===== src/sst_regs.vh =====
// Register map, fields, reset values and timing constants of the transceiver
`ifndef SST_REGS_VH
`define SST_REGS_VH

// ------------------------
// Register indices and byte addresses (four times the index)
// ------------------------
`define SST_IDX_MODE        8'hb4
`define SST_IDX_RELOAD      8'hb5
`define SST_IDX_DATA        8'hb6
`define SST_IDX_STATUS      8'hb7
`define SST_IDX_PORT        8'hb8
`define SST_IDX_PINS        8'hb9
`define SST_ADDR_W          12
`define SST_ADDR_MODE       ({2'b00, `SST_IDX_MODE, 2'b00})
`define SST_ADDR_RELOAD     ({2'b00, `SST_IDX_RELOAD, 2'b00})
`define SST_ADDR_DATA       ({2'b00, `SST_IDX_DATA, 2'b00})
`define SST_ADDR_STATUS     ({2'b00, `SST_IDX_STATUS, 2'b00})
`define SST_ADDR_PORT       ({2'b00, `SST_IDX_PORT, 2'b00})

// ------------------------
// Mode register fields
// ------------------------
`define SST_MODE_ENABLE     7
`define SST_MODE_START      6
`define SST_MODE_RATE_HI    5
`define SST_MODE_RATE_LO    4
`define SST_MODE_LSB_FIRST  3
`define SST_MODE_SLAVE      2
`define SST_MODE_CLOCK_IDLE_POLARITY_BIT       1
`define SST_MODE_SAMPLE_PHASE_BIT       0

// Rate select codes
`define SST_RATE_CPU        2'b00
`define SST_RATE_DIV32      2'b01
`define SST_RATE_DIV16      2'b10
`define SST_RATE_DIV8       2'b11

// Prescaler terminal counts for the divided rates and the post-scaler end count
`define SST_PRE_END32       5'h1f
`define SST_PRE_END16       5'h0f
`define SST_PRE_END8        5'h07
`define SST_POST_END        8'hff

// ------------------------
// Status and port control fields
// ------------------------
`define SST_STAT_DONE       0
`define SST_STAT_OVERRUN    1
`define SST_STAT_BUSY       2
`define SST_PORT_DIR_LO     0
`define SST_PORT_DIR_HI     2
`define SST_PORT_OPEN_DRAIN 3
`define SST_PORT_OUT_LO     4
`define SST_PORT_OUT_HI     6

// ------------------------
// Reset values, bus answers and the index of the last bit of a byte
// ------------------------
`define SST_RST_MODE        8'h00
`define SST_RST_RELOAD      8'h00
`define SST_RST_DATA        8'h00
`define SST_RST_PORT        8'h00
`define SST_RESP_OKAY       2'b00
`define SST_RESP_SLVERR     2'b10
`define SST_BITS_LAST       3'h7

`endif


===== src/sst_clkgen.v =====
// Rate prescaler and auto-reload post-scaler that paces the master serial clock
`timescale 1ns/1ps
`default_nettype none
`include "sst_regs.vh"

module sst_clkgen (
    input  wire       aclk,
    input  wire       aresetn,
    input  wire       run,
    input  wire [1:0] rate,
    input  wire [7:0] reload,
    output wire       tick
);

    reg  [4:0] pre;
    reg  [7:0] post;
    reg        src;

    // ------------------------
    // Source pulse from the selected rate
    // ------------------------
    always @* begin
        case (rate)
            `SST_RATE_CPU:   src = 1'b1;
            `SST_RATE_DIV32: src = (pre == `SST_PRE_END32);
            `SST_RATE_DIV16: src = ({1'b0, pre[3:0]} == `SST_PRE_END16);
            `SST_RATE_DIV8:  src = ({2'b00, pre[2:0]} == `SST_PRE_END8);
            default:         src = 1'b0;
        endcase
    end

    // Post-scaler expires at its end count and reloads
    assign tick = src & (post == `SST_POST_END);

    // ------------------------
    // Counters; held at their start point while idle so every frame
    // begins with a full first half period
    // ------------------------
    always @(posedge aclk) begin
        if (!aresetn) begin
            pre  <= 5'h00;
            post <= `SST_RST_RELOAD;
        end else if (!run) begin
            pre  <= 5'h00;
            post <= reload;
        end else begin
            pre <= pre + 5'h01;
            if (src) begin
                if (tick)
                    post <= reload;          // Auto reload
                else
                    post <= post + 8'h01;
            end
        end
    end

endmodule
`default_nettype wire


===== src/sst_top.v =====
// Synchronous serial transceiver with AXI4-Lite registers and shared pins
`timescale 1ns/1ps
`default_nettype none
`include "sst_regs.vh"

// Contract
// Enable plus start shifts one byte unaided
// Three-bit counter; flag after eight bits
// Start clears itself when byte is done
// Firmware waits before rewriting transmit byte
// Received byte copied out; read before next
// Enable bit hands pins to transceiver
// Start bit reads one while busy
// Rate field picks master clock source
// Order bit picks MSB or LSB first
// Clock source bit picks master or slave
// Polarity bit sets serial clock idle level
// Phase bit picks first or second edge sampling
// Firmware enables first, starts later
// Clock pin direction forced by role
// Data output pin forced to output
// Firmware sets data input pin as input
// Disabled pins follow port direction only
// One data buffer; reads give received byte
// Clock counter reloads at end count
// Firmware keeps reload within allowed range
// Both ends share one edge configuration
// Data output pin may be open drain
// Serial clock toggles at each expiry
// Done flag sets as start clears, sticky
module sst_top (
    input  wire                   aclk,
    input  wire                   aresetn,
    input  wire [`SST_ADDR_W-1:0] s_axi_awaddr,
    input  wire                   s_axi_awvalid,
    output wire                   s_axi_awready,
    input  wire [31:0]            s_axi_wdata,
    input  wire [3:0]             s_axi_wstrb,
    input  wire                   s_axi_wvalid,
    output wire                   s_axi_wready,
    output reg  [1:0]             s_axi_bresp,
    output reg                    s_axi_bvalid,
    input  wire                   s_axi_bready,
    input  wire [`SST_ADDR_W-1:0] s_axi_araddr,
    input  wire                   s_axi_arvalid,
    output wire                   s_axi_arready,
    output reg  [31:0]            s_axi_rdata,
    output reg  [1:0]             s_axi_rresp,
    output reg                    s_axi_rvalid,
    input  wire                   s_axi_rready,
    input  wire                   sck_i,
    output reg                    sck_o,
    output reg                    sck_oe_n,
    input  wire                   sdi_i,
    output reg                    sdi_o,
    output reg                    sdi_oe_n,
    input  wire                   sdo_i,
    output reg                    sdo_o,
    output reg                    sdo_oe_n,
    output wire                   done_flag
);

    // ------------------------
    // Registers and state
    // ------------------------
    reg  [7:0]             mode;
    reg  [7:0]             reload;
    reg  [7:0]             data_buf;
    reg  [7:0]             port_ctrl;
    reg                    done;
    reg                    overrun;
    reg                    rx_unread;
    reg  [7:0]             tx_sh;
    reg  [7:0]             rx_sh;
    reg  [2:0]             bit_cnt;
    reg                    half;
    reg                    msck;
    reg  [2:0]             pin_s1;
    reg  [2:0]             pin_s2;
    reg  [2:0]             pin_s3;
    reg  [`SST_ADDR_W-1:0] aw_addr;
    reg  [7:0]             w_data;
    reg                    w_lane0;
    reg                    aw_have;
    reg                    w_have;

    wire       enable    = mode[`SST_MODE_ENABLE];
    wire       busy      = mode[`SST_MODE_START];
    wire       slave     = mode[`SST_MODE_SLAVE];
    wire       lsb_first = mode[`SST_MODE_LSB_FIRST];
    wire       clock_idle_polarity_bit      = mode[`SST_MODE_CLOCK_IDLE_POLARITY_BIT];
    wire       sample_phase_bit      = mode[`SST_MODE_SAMPLE_PHASE_BIT];
    wire       running   = enable & busy;
    wire [2:0] pin_in    = {sdo_i, sdi_i, sck_i};
    wire       tick;

    // ------------------------
    // Pin synchronisers: two flops per pin, third stage for edge finding
    // ------------------------
    genvar gi;
    generate
        for (gi = 0; gi < 3; gi = gi + 1) begin : g_sync
            always @(posedge aclk) begin
                if (!aresetn) begin
                    pin_s1[gi] <= 1'b0;
                    pin_s2[gi] <= 1'b0;
                    pin_s3[gi] <= 1'b0;
                end else begin
                    pin_s1[gi] <= pin_in[gi];
                    pin_s2[gi] <= pin_s1[gi];
                    pin_s3[gi] <= pin_s2[gi];
                end
            end
        end
    endgenerate

    // ------------------------
    // Clock generation; rate only matters in master mode
    // ------------------------
    sst_clkgen u_clkgen (
        .aclk    (aclk),
        .aresetn (aresetn),
        .run     (running & ~slave),
        .rate    (mode[`SST_MODE_RATE_HI:`SST_MODE_RATE_LO]),
        .reload  (reload),
        .tick    (tick)
    );

    // Shift edge: internal expiry in master, sensed pin edge in slave
    wire edge_ev   = running & (slave ? (pin_s2[0] ^ pin_s3[0]) : tick);
    wire leading   = ~half;
    wire sample_ev = edge_ev & (leading ^ sample_phase_bit);
    wire shift_ev  = edge_ev & ~(leading ^ sample_phase_bit) & (~leading | (bit_cnt != 3'h0));
    wire last_ev   = edge_ev & ~leading & (bit_cnt == `SST_BITS_LAST);
    wire tx_bit    = lsb_first ? tx_sh[0] : tx_sh[7];

    // Incoming bit joins from the far end of the shifter
    wire       sample_sel = sample_ev;
    wire [7:0] rx_next = ~sample_sel ? rx_sh :
                         (lsb_first ? {pin_s2[1], rx_sh[7:1]} : {rx_sh[6:0], pin_s2[1]});

    // ------------------------
    // AXI4-Lite handshakes: address and data taken in either order
    // ------------------------
    assign s_axi_awready = ~aw_have & ~s_axi_bvalid;
    assign s_axi_wready  = ~w_have & ~s_axi_bvalid;
    assign s_axi_arready = ~s_axi_rvalid;

    wire       do_write = aw_have & w_have;
    wire       rd_take  = s_axi_arvalid & s_axi_arready;
    wire [9:0] wr_idx   = aw_addr[`SST_ADDR_W-1:2];
    wire [9:0] rd_idx   = s_axi_araddr[`SST_ADDR_W-1:2];
    wire       wr_hit   = (wr_idx[9:8] == 2'b00) &&
                          (wr_idx[7:0] >= `SST_IDX_MODE) && (wr_idx[7:0] <= `SST_IDX_PINS);
    wire       wr_mode  = do_write & w_lane0 & (wr_idx == {2'b00, `SST_IDX_MODE});
    wire       wr_rld   = do_write & w_lane0 & (wr_idx == {2'b00, `SST_IDX_RELOAD});
    wire       wr_data  = do_write & w_lane0 & (wr_idx == {2'b00, `SST_IDX_DATA});
    wire       wr_stat  = do_write & w_lane0 & (wr_idx == {2'b00, `SST_IDX_STATUS});
    wire       wr_port  = do_write & w_lane0 & (wr_idx == {2'b00, `SST_IDX_PORT});
    wire       rd_data  = rd_take & (rd_idx == {2'b00, `SST_IDX_DATA});

    // Start is only honoured once enable already stood before this write
    wire       new_start = w_data[`SST_MODE_START] & enable;
    wire       launch    = wr_mode & new_start & ~busy;

    // Holding registers and write response
    always @(posedge aclk) begin
        if (!aresetn) begin
            aw_addr      <= {`SST_ADDR_W{1'b0}};
            w_data       <= 8'h00;
            w_lane0      <= 1'b0;
            aw_have      <= 1'b0;
            w_have       <= 1'b0;
            s_axi_bvalid <= 1'b0;
            s_axi_bresp  <= `SST_RESP_OKAY;
        end else begin
            if (s_axi_awvalid && s_axi_awready) begin
                aw_addr <= s_axi_awaddr;
                aw_have <= 1'b1;
            end
            if (s_axi_wvalid && s_axi_wready) begin
                w_data  <= s_axi_wdata[7:0];
                w_lane0 <= s_axi_wstrb[0];
                w_have  <= 1'b1;
            end
            if (do_write) begin
                aw_have      <= 1'b0;
                w_have       <= 1'b0;
                s_axi_bvalid <= 1'b1;
                s_axi_bresp  <= wr_hit ? `SST_RESP_OKAY : `SST_RESP_SLVERR;
            end else if (s_axi_bready) begin
                s_axi_bvalid <= 1'b0;
            end
        end
    end

    // ------------------------
    // Read path: one cycle from address to data, narrow data in low bits
    // ------------------------
    reg [7:0] rd_mux;
    reg       rd_ok;
    always @* begin
        rd_ok  = 1'b1;
        rd_mux = 8'h00;
        case (rd_idx)
            {2'b00, `SST_IDX_MODE}:   rd_mux = mode;
            {2'b00, `SST_IDX_RELOAD}: rd_mux = 8'h00;                       // Write only
            {2'b00, `SST_IDX_DATA}:   rd_mux = data_buf;
            {2'b00, `SST_IDX_STATUS}: rd_mux = {5'h00, busy, overrun, done};
            {2'b00, `SST_IDX_PORT}:   rd_mux = port_ctrl;
            {2'b00, `SST_IDX_PINS}:   rd_mux = {5'h00, pin_s2};
            default:                  rd_ok  = 1'b0;
        endcase
    end

    always @(posedge aclk) begin
        if (!aresetn) begin
            s_axi_rvalid <= 1'b0;
            s_axi_rdata  <= 32'h0000_0000;
            s_axi_rresp  <= `SST_RESP_OKAY;
        end else if (rd_take) begin
            s_axi_rvalid <= 1'b1;
            s_axi_rdata  <= {24'h00_0000, rd_mux};
            s_axi_rresp  <= rd_ok ? `SST_RESP_OKAY : `SST_RESP_SLVERR;
        end else if (s_axi_rready) begin
            s_axi_rvalid <= 1'b0;
        end
    end

    // ------------------------
    // Registers and shift engine share one process so that
    // hardware updates and bus writes have one ordered driver
    // ------------------------
    always @(posedge aclk) begin
        if (!aresetn) begin
            mode      <= `SST_RST_MODE;
            reload    <= `SST_RST_RELOAD;
            data_buf  <= `SST_RST_DATA;
            port_ctrl <= `SST_RST_PORT;
            done      <= 1'b0;
            overrun   <= 1'b0;
            rx_unread <= 1'b0;
            tx_sh     <= 8'h00;
            rx_sh     <= 8'h00;
            bit_cnt   <= 3'h0;
            half      <= 1'b0;
            msck      <= 1'b0;
        end else begin
            // Plain register writes
            if (wr_rld)
                reload <= w_data;
            if (wr_port)
                port_ctrl <= w_data;
            if (wr_data)
                data_buf <= w_data;

            // Flag clears first so a same-cycle event below still sets them
            if (wr_stat && w_data[`SST_STAT_DONE])
                done <= 1'b0;
            if (wr_stat && w_data[`SST_STAT_OVERRUN])
                overrun <= 1'b0;
            if (rd_data)
                rx_unread <= 1'b0;

            // Master clock rests at its idle level outside a frame
            if (!running || slave)
                msck <= clock_idle_polarity_bit;
            else if (tick)
                msck <= ~msck;

            // Bit progress
            if (edge_ev) begin
                half <= ~half;
                if (!leading)
                    bit_cnt <= bit_cnt + 3'h1;
            end
            if (shift_ev)
                tx_sh <= lsb_first ? {1'b0, tx_sh[7:1]} : {tx_sh[6:0], 1'b0};
            rx_sh <= rx_next;

            // Mode write; start may only be raised, or dropped to abort
            if (wr_mode)
                mode <= {w_data[7], new_start, w_data[5:0]};

            // Launch: snapshot the buffer, the engine then runs unaided
            if (launch) begin
                tx_sh   <= data_buf;
                rx_sh   <= 8'h00;
                bit_cnt <= 3'h0;
                half    <= 1'b0;
            end

            // End of byte: start self-clears, flag set in the same cycle
            if (last_ev) begin
                mode[`SST_MODE_START] <= 1'b0;
                done                  <= 1'b1;
                data_buf              <= rx_next;
                rx_unread             <= 1'b1;
                if (rx_unread && !rd_data)
                    overrun <= 1'b1;
            end

            // Disabling the function also stops any transfer
            if (wr_mode && !w_data[`SST_MODE_ENABLE])
                mode[`SST_MODE_START] <= 1'b0;
        end
    end

    assign done_flag = done;

    // ------------------------
    // Pin ownership and direction, registered so the pins never glitch
    // ------------------------
    always @(posedge aclk) begin
        if (!aresetn) begin
            sck_o    <= 1'b0;
            sck_oe_n <= 1'b1;
            sdi_o    <= 1'b0;
            sdi_oe_n <= 1'b1;
            sdo_o    <= 1'b0;
            sdo_oe_n <= 1'b1;
        end else begin
            // Data input is never forced; firmware owns its direction
            sdi_o    <= port_ctrl[`SST_PORT_OUT_LO + 1];
            sdi_oe_n <= ~port_ctrl[`SST_PORT_DIR_LO + 1];
            if (enable) begin
                // Clock pin follows role, data out drives unless open drain
                sck_o    <= slave ? 1'b0 : msck;
                sck_oe_n <= slave;
                if (port_ctrl[`SST_PORT_OPEN_DRAIN]) begin
                    sdo_o    <= 1'b0;
                    sdo_oe_n <= tx_bit;
                end else begin
                    sdo_o    <= tx_bit;
                    sdo_oe_n <= 1'b0;
                end
            end else begin
                // Plain port: direction register alone decides
                sck_o    <= port_ctrl[`SST_PORT_OUT_LO];
                sck_oe_n <= ~port_ctrl[`SST_PORT_DIR_LO];
                sdo_o    <= port_ctrl[`SST_PORT_OUT_HI];
                sdo_oe_n <= ~port_ctrl[`SST_PORT_DIR_HI];
            end
        end
    end

endmodule
`default_nettype wire


===== config.mk =====
export PLATFORM = sky130hd
export DESIGN_NAME = sst_top
export DESIGN_NICKNAME = d
export VERILOG_FILES = /design/src/sst_clkgen.v /design/src/sst_top.v
export VERILOG_INCLUDE_DIRS = /design/src /design/src/src
export SDC_FILE = /design/constraint.sdc
export NUM_CORES = 1
export LEC_CHECK = 0
export BUFFER_PORTS_ARGS = -buffer_cell sky130_fd_sc_hd__buf_2
export CAP_MARGIN = 20
export CELL_PAD_IN_SITES_DETAIL_PLACEMENT = 1
export CELL_PAD_IN_SITES_GLOBAL_PLACEMENT = 1
export CORE_MARGIN = 1
export CORE_UTILIZATION = 41
export DETAILED_ROUTE_END_ITERATION = 8
export PLACE_DENSITY_LB_ADDON = 0.1
export SETUP_SLACK_MARGIN = 0.5
export SLEW_MARGIN = 10
export SYNTH_ARGS = -nofsm -noshare
export SYNTH_HDL_FRONTEND = slang
export SYNTH_SLANG_ARGS = --single-unit
export TNS_END_PERCENT = 30

===== constraint.sdc =====
create_clock -name aclk -period 2.75 [get_ports aclk]
set_clock_uncertainty 0.1 [all_clocks]
set_input_delay 0.1375 -clock aclk [delete_from_list [all_inputs] [get_ports aclk]]
set_output_delay 0.1375 -clock aclk [all_outputs]
set_load 0.02 [all_outputs]

==> reports/qor.txt <==
core footprint - 13,300 um^2
power per standard cell area - 626 nW/um^2
layout net count - 795
Sw Share - 0.224
register area - 2300 um^2
drt initial violations - 173
cell mode on critical path - buf_6
internal power - 3.33 mW
post-layout min period - 2.18 ns
Root Buffer - clkbuf_16
Total GRT Usage - 0.237
Psw - 0.959 mW
Worst Setup End Kind - flip-flop
Combinational Power Share - 0.062
Pleak - 2.94 nW
reg2reg end - bit_cnt[0]$_SDFFE_PP0P_
M2 GR Usage - 0.408
startpoint types - flip-flop
Finished Cell Area - 6850 um^2
clk_lat worst skew - 0.42 ns
Layout area overhead - 22.0%
register area share after synthesis - 0.410
final setup vio count - 0
I/O Buffers - 60
GPL Wtd Cong - 0.781
CP cell instances - ha_2 > nand3_2 > inv_1 > ha_1 > mux2i_1 > a22oi_2 > buf_6 > a21oi_2 > buf_6 > buf_4 > o21ai_0 > a21oi_1
Synth Area in Adders - 0.0156
via count - 4,882
Period Utilization, post-route - 0.792
CTS sink count - 115
multi-input combinational cell area - 3000 um^2
hold endpoint - s_axi_rresp[1]$_SDFFE_PN0P_
crit-path max FO - 5
Worst-path clk slew - 0.05 ns
Top FF cell, synth - dfxtp_1
I/O pins - 118
cells after synthesis - 639
clock network power share - 0.528
Compound-Gate Fraction of Synth Area - 0.173
cells on worst reg2reg path - 12
cts bufs inserted - 17
most frequent cells in the layout - 114 x dfxtp_1, 88 x nand2_1, 60 x buf_2
clk buf depth - 2
Slew @ Worst Pin - 0.873 ns
Die Height - 119 um
WL/cell - 17.6 um
unrepaired setup endpoints after global routing - yes
Max Fclk - 0.459 GHz
portion of netlist area occupied by mux cells - 0.109
GRT met3 Usage - 0.0546
Setup WS post-layout - 0.573 ns
worst hold path class - in2reg
Synth Cell Area - 5610 um^2
area leader, netlist - dfxtp_1
Core Rows - 42
CTS tree - built
hold_sp - s_axi_araddr[5]
Max Cap Violations - 0
Crit Reg-Reg Startpoint - u_clkgen.pre[0]$_SDFF_PN0_
Max VDD drop - 0.000456 V
Synth top area share - 0.410
Most Crowded Layer GR - met2
initial antenna violation count - 0
Flop pwr share - 0.410
Die W - 119 um
worst slack at placement - 0.376 ns
H-tree depth - 4
Fillers - 1,586
Routed Antenna Nets - 0
die area - 14,200 um^2
fraction of synthesized cell area in xor and xnor cells - 0.00624
synth top area cells - dfxtp_1 41%, mux2i_1 9.1%, nand2_1 5.9%
share of layout cells above drive strength 1 - 0.186
Starting Density - 0.422
CP required - 2.93 ns
Synth Area in Simple Gates - 0.208
max-slew headroom at the worst pin - 0.417
DP Wirelength - 10,700 um
Residual DRC - 0
Pins Over Slew Limit - 0
DR pass1 iterations - 4
CP max-delay cell - dfxtp_2
leading cell type in the layout, fill and taps excluded - dfxtp_1
asr flop ratio synth - 0
Final Hold Viols - 0
WP data arrival - 2.35 ns
Avg Cell Area, Syn - 8.79 um^2
largest net degree at the start of global routing - 48
Post-synth EDFFs - 0
slowest stage delay, CP - 0.34 ns
grt ovf - 0
Placed Area - 5920 um^2
main combinational cell family by area after synthesis - simple AND/OR/NAND/NOR gates
Unique masters post-synth - 57
Yosys reg bits - 115
yosys warns - 0
post-DR vias/cell - 5.39
outcome - finished, final reports clean
global-route wire length before repair - 26,100 um
ant diodes - 0
R2R Setup Slk - 0.57 ns
vias in the first global route - 5,098
final wirelength - 15,900 um
final setup TNS - 0 ns
met1 usage - 0.286
Hold Path Depth - 5
CP Class - reg2reg
cells by family (layout without fill, tap and decap cells):
logic type | count (synthesis) | count (layout)
AOI/OAI and AO/OA | 153 | 153
xor gates and xnor gates | 4 | 4
adders and majority gates | 7 | 7
buffers and inverters | 76 | 142
DFF | 115 | 115
muxes | 60 | 60
other | 1 | 26
and+or+nand+nor | 223 | 223
area by class of cell:
cell class                 count  area share
inverter                       8     0.00438
clock inverter                 4      0.0139
timing repair buffer         103       0.102
tap                          176      0.0321
sequential                   115       0.336
clock buffer                  27      0.0734
multi-input combinational    473       0.438
flip-flops by register name, summed over array words and instances (netlist names), 3 cells and up:
name	count
aw_addr	10
data_buf	8
mode	8
port_ctrl	8
reload	8
rx_sh	8
s_axi_rdata	8
tx_sh	8
u_clkgen.post	8
w_data	8
u_clkgen.pre	5
bit_cnt	3
pin_s1	3
pin_s2	3
power groups by stage:
stage | Sequential, mW | Combinational [mW] | Clock (mW)
after floorplan | 1.78 | 0.191 | 0
after global placement | 1.79 | 0.226 | 0
after detailed placement | 1.79 | 0.235 | 0
after CTS | 1.76 | 0.264 | 2.29
after global routing | 1.76 | 0.293 | 2.39
final | 1.76 | 0.266 | 2.26
what timing repair did:
action | in CTS | in global routing
endpoints found under the hold margin | 24 | 0
resized for setup | 2 | 12
pin swaps | 1 | 1
setup buffers | 2 | 3
cloned | 0 | 1
endpoints found under the setup margin | 14 | 36
hold buffers | 25 | 0
per-layer routing:
layer	up-vias	part of all wire
met5	-	0
met4	0	0.014
met3	21	0.028
met2	86	0.51
met1	2390	0.45
li1	2385	-
stage by stage:
| stage | util | hold WS (ns) | total power [mW] | instances |
|---|---|---|---|---|
| after CTS | 0.510 | 0.120 | 4.31 | 902 |
| after detailed placement | 0.445 | 0.241 | 2.03 | 844 |
| after global routing | 0.515 | 0.153 | 4.44 | 906 |
| after global placement | 0.445 | 0.223 | 2.02 | 844 |
| final | 0.515 | 0.131 | 4.29 | 906 |
| after floorplan | - | 0.137 | 1.97 | 664 |
worst max path at each step:
stage                               startpoint                       end  slack (ns)  cells past startpoint
CTS                 u_clkgen.pre[0]$_SDFF_PN0_        overrun$_SDFF_PN0_        0.50                      9
floorplan           u_clkgen.pre[0]$_SDFF_PN0_        overrun$_SDFF_PN0_        0.68                     10
global placement    u_clkgen.pre[0]$_SDFF_PN0_  data_buf[0]$_SDFFE_PN0P_        0.43                      9
global route        u_clkgen.pre[1]$_SDFF_PN0_   bit_cnt[0]$_SDFFE_PP0P_        0.46                     12
finish              u_clkgen.pre[0]$_SDFF_PN0_   bit_cnt[0]$_SDFFE_PP0P_        0.57                     12
detailed placement  u_clkgen.pre[0]$_SDFF_PN0_  data_buf[1]$_SDFFE_PN0P_        0.38                      9
worst max-delay path, delay by kind of cell, from the launching register on:
family | cells | cell delay (ns)
simple gates | 1 | 0.09
fa+ha+maj | 2 | 0.32
buf+inv | 4 | 0.51
compound gates | 4 | 0.61
mux | 1 | 0.07
flops | 1 | 0.34
synthesized netlist by cell type (all sizes together) (9+ instances only):
cell / number
mux2: 9
nor2b: 13
a21oi: 60
a211oi: 10
o211ai: 11
o21ai: 22
mux2i: 51
and2: 15
a31oi: 14
a22o: 10
nand4: 10
buf: 43
nand2b: 9
nand2: 88
clkbuf: 25
and3: 13
dfxtp: 115
nand3: 11
nor2: 36
No activity file was read; power rests on OpenSTA's default activity.
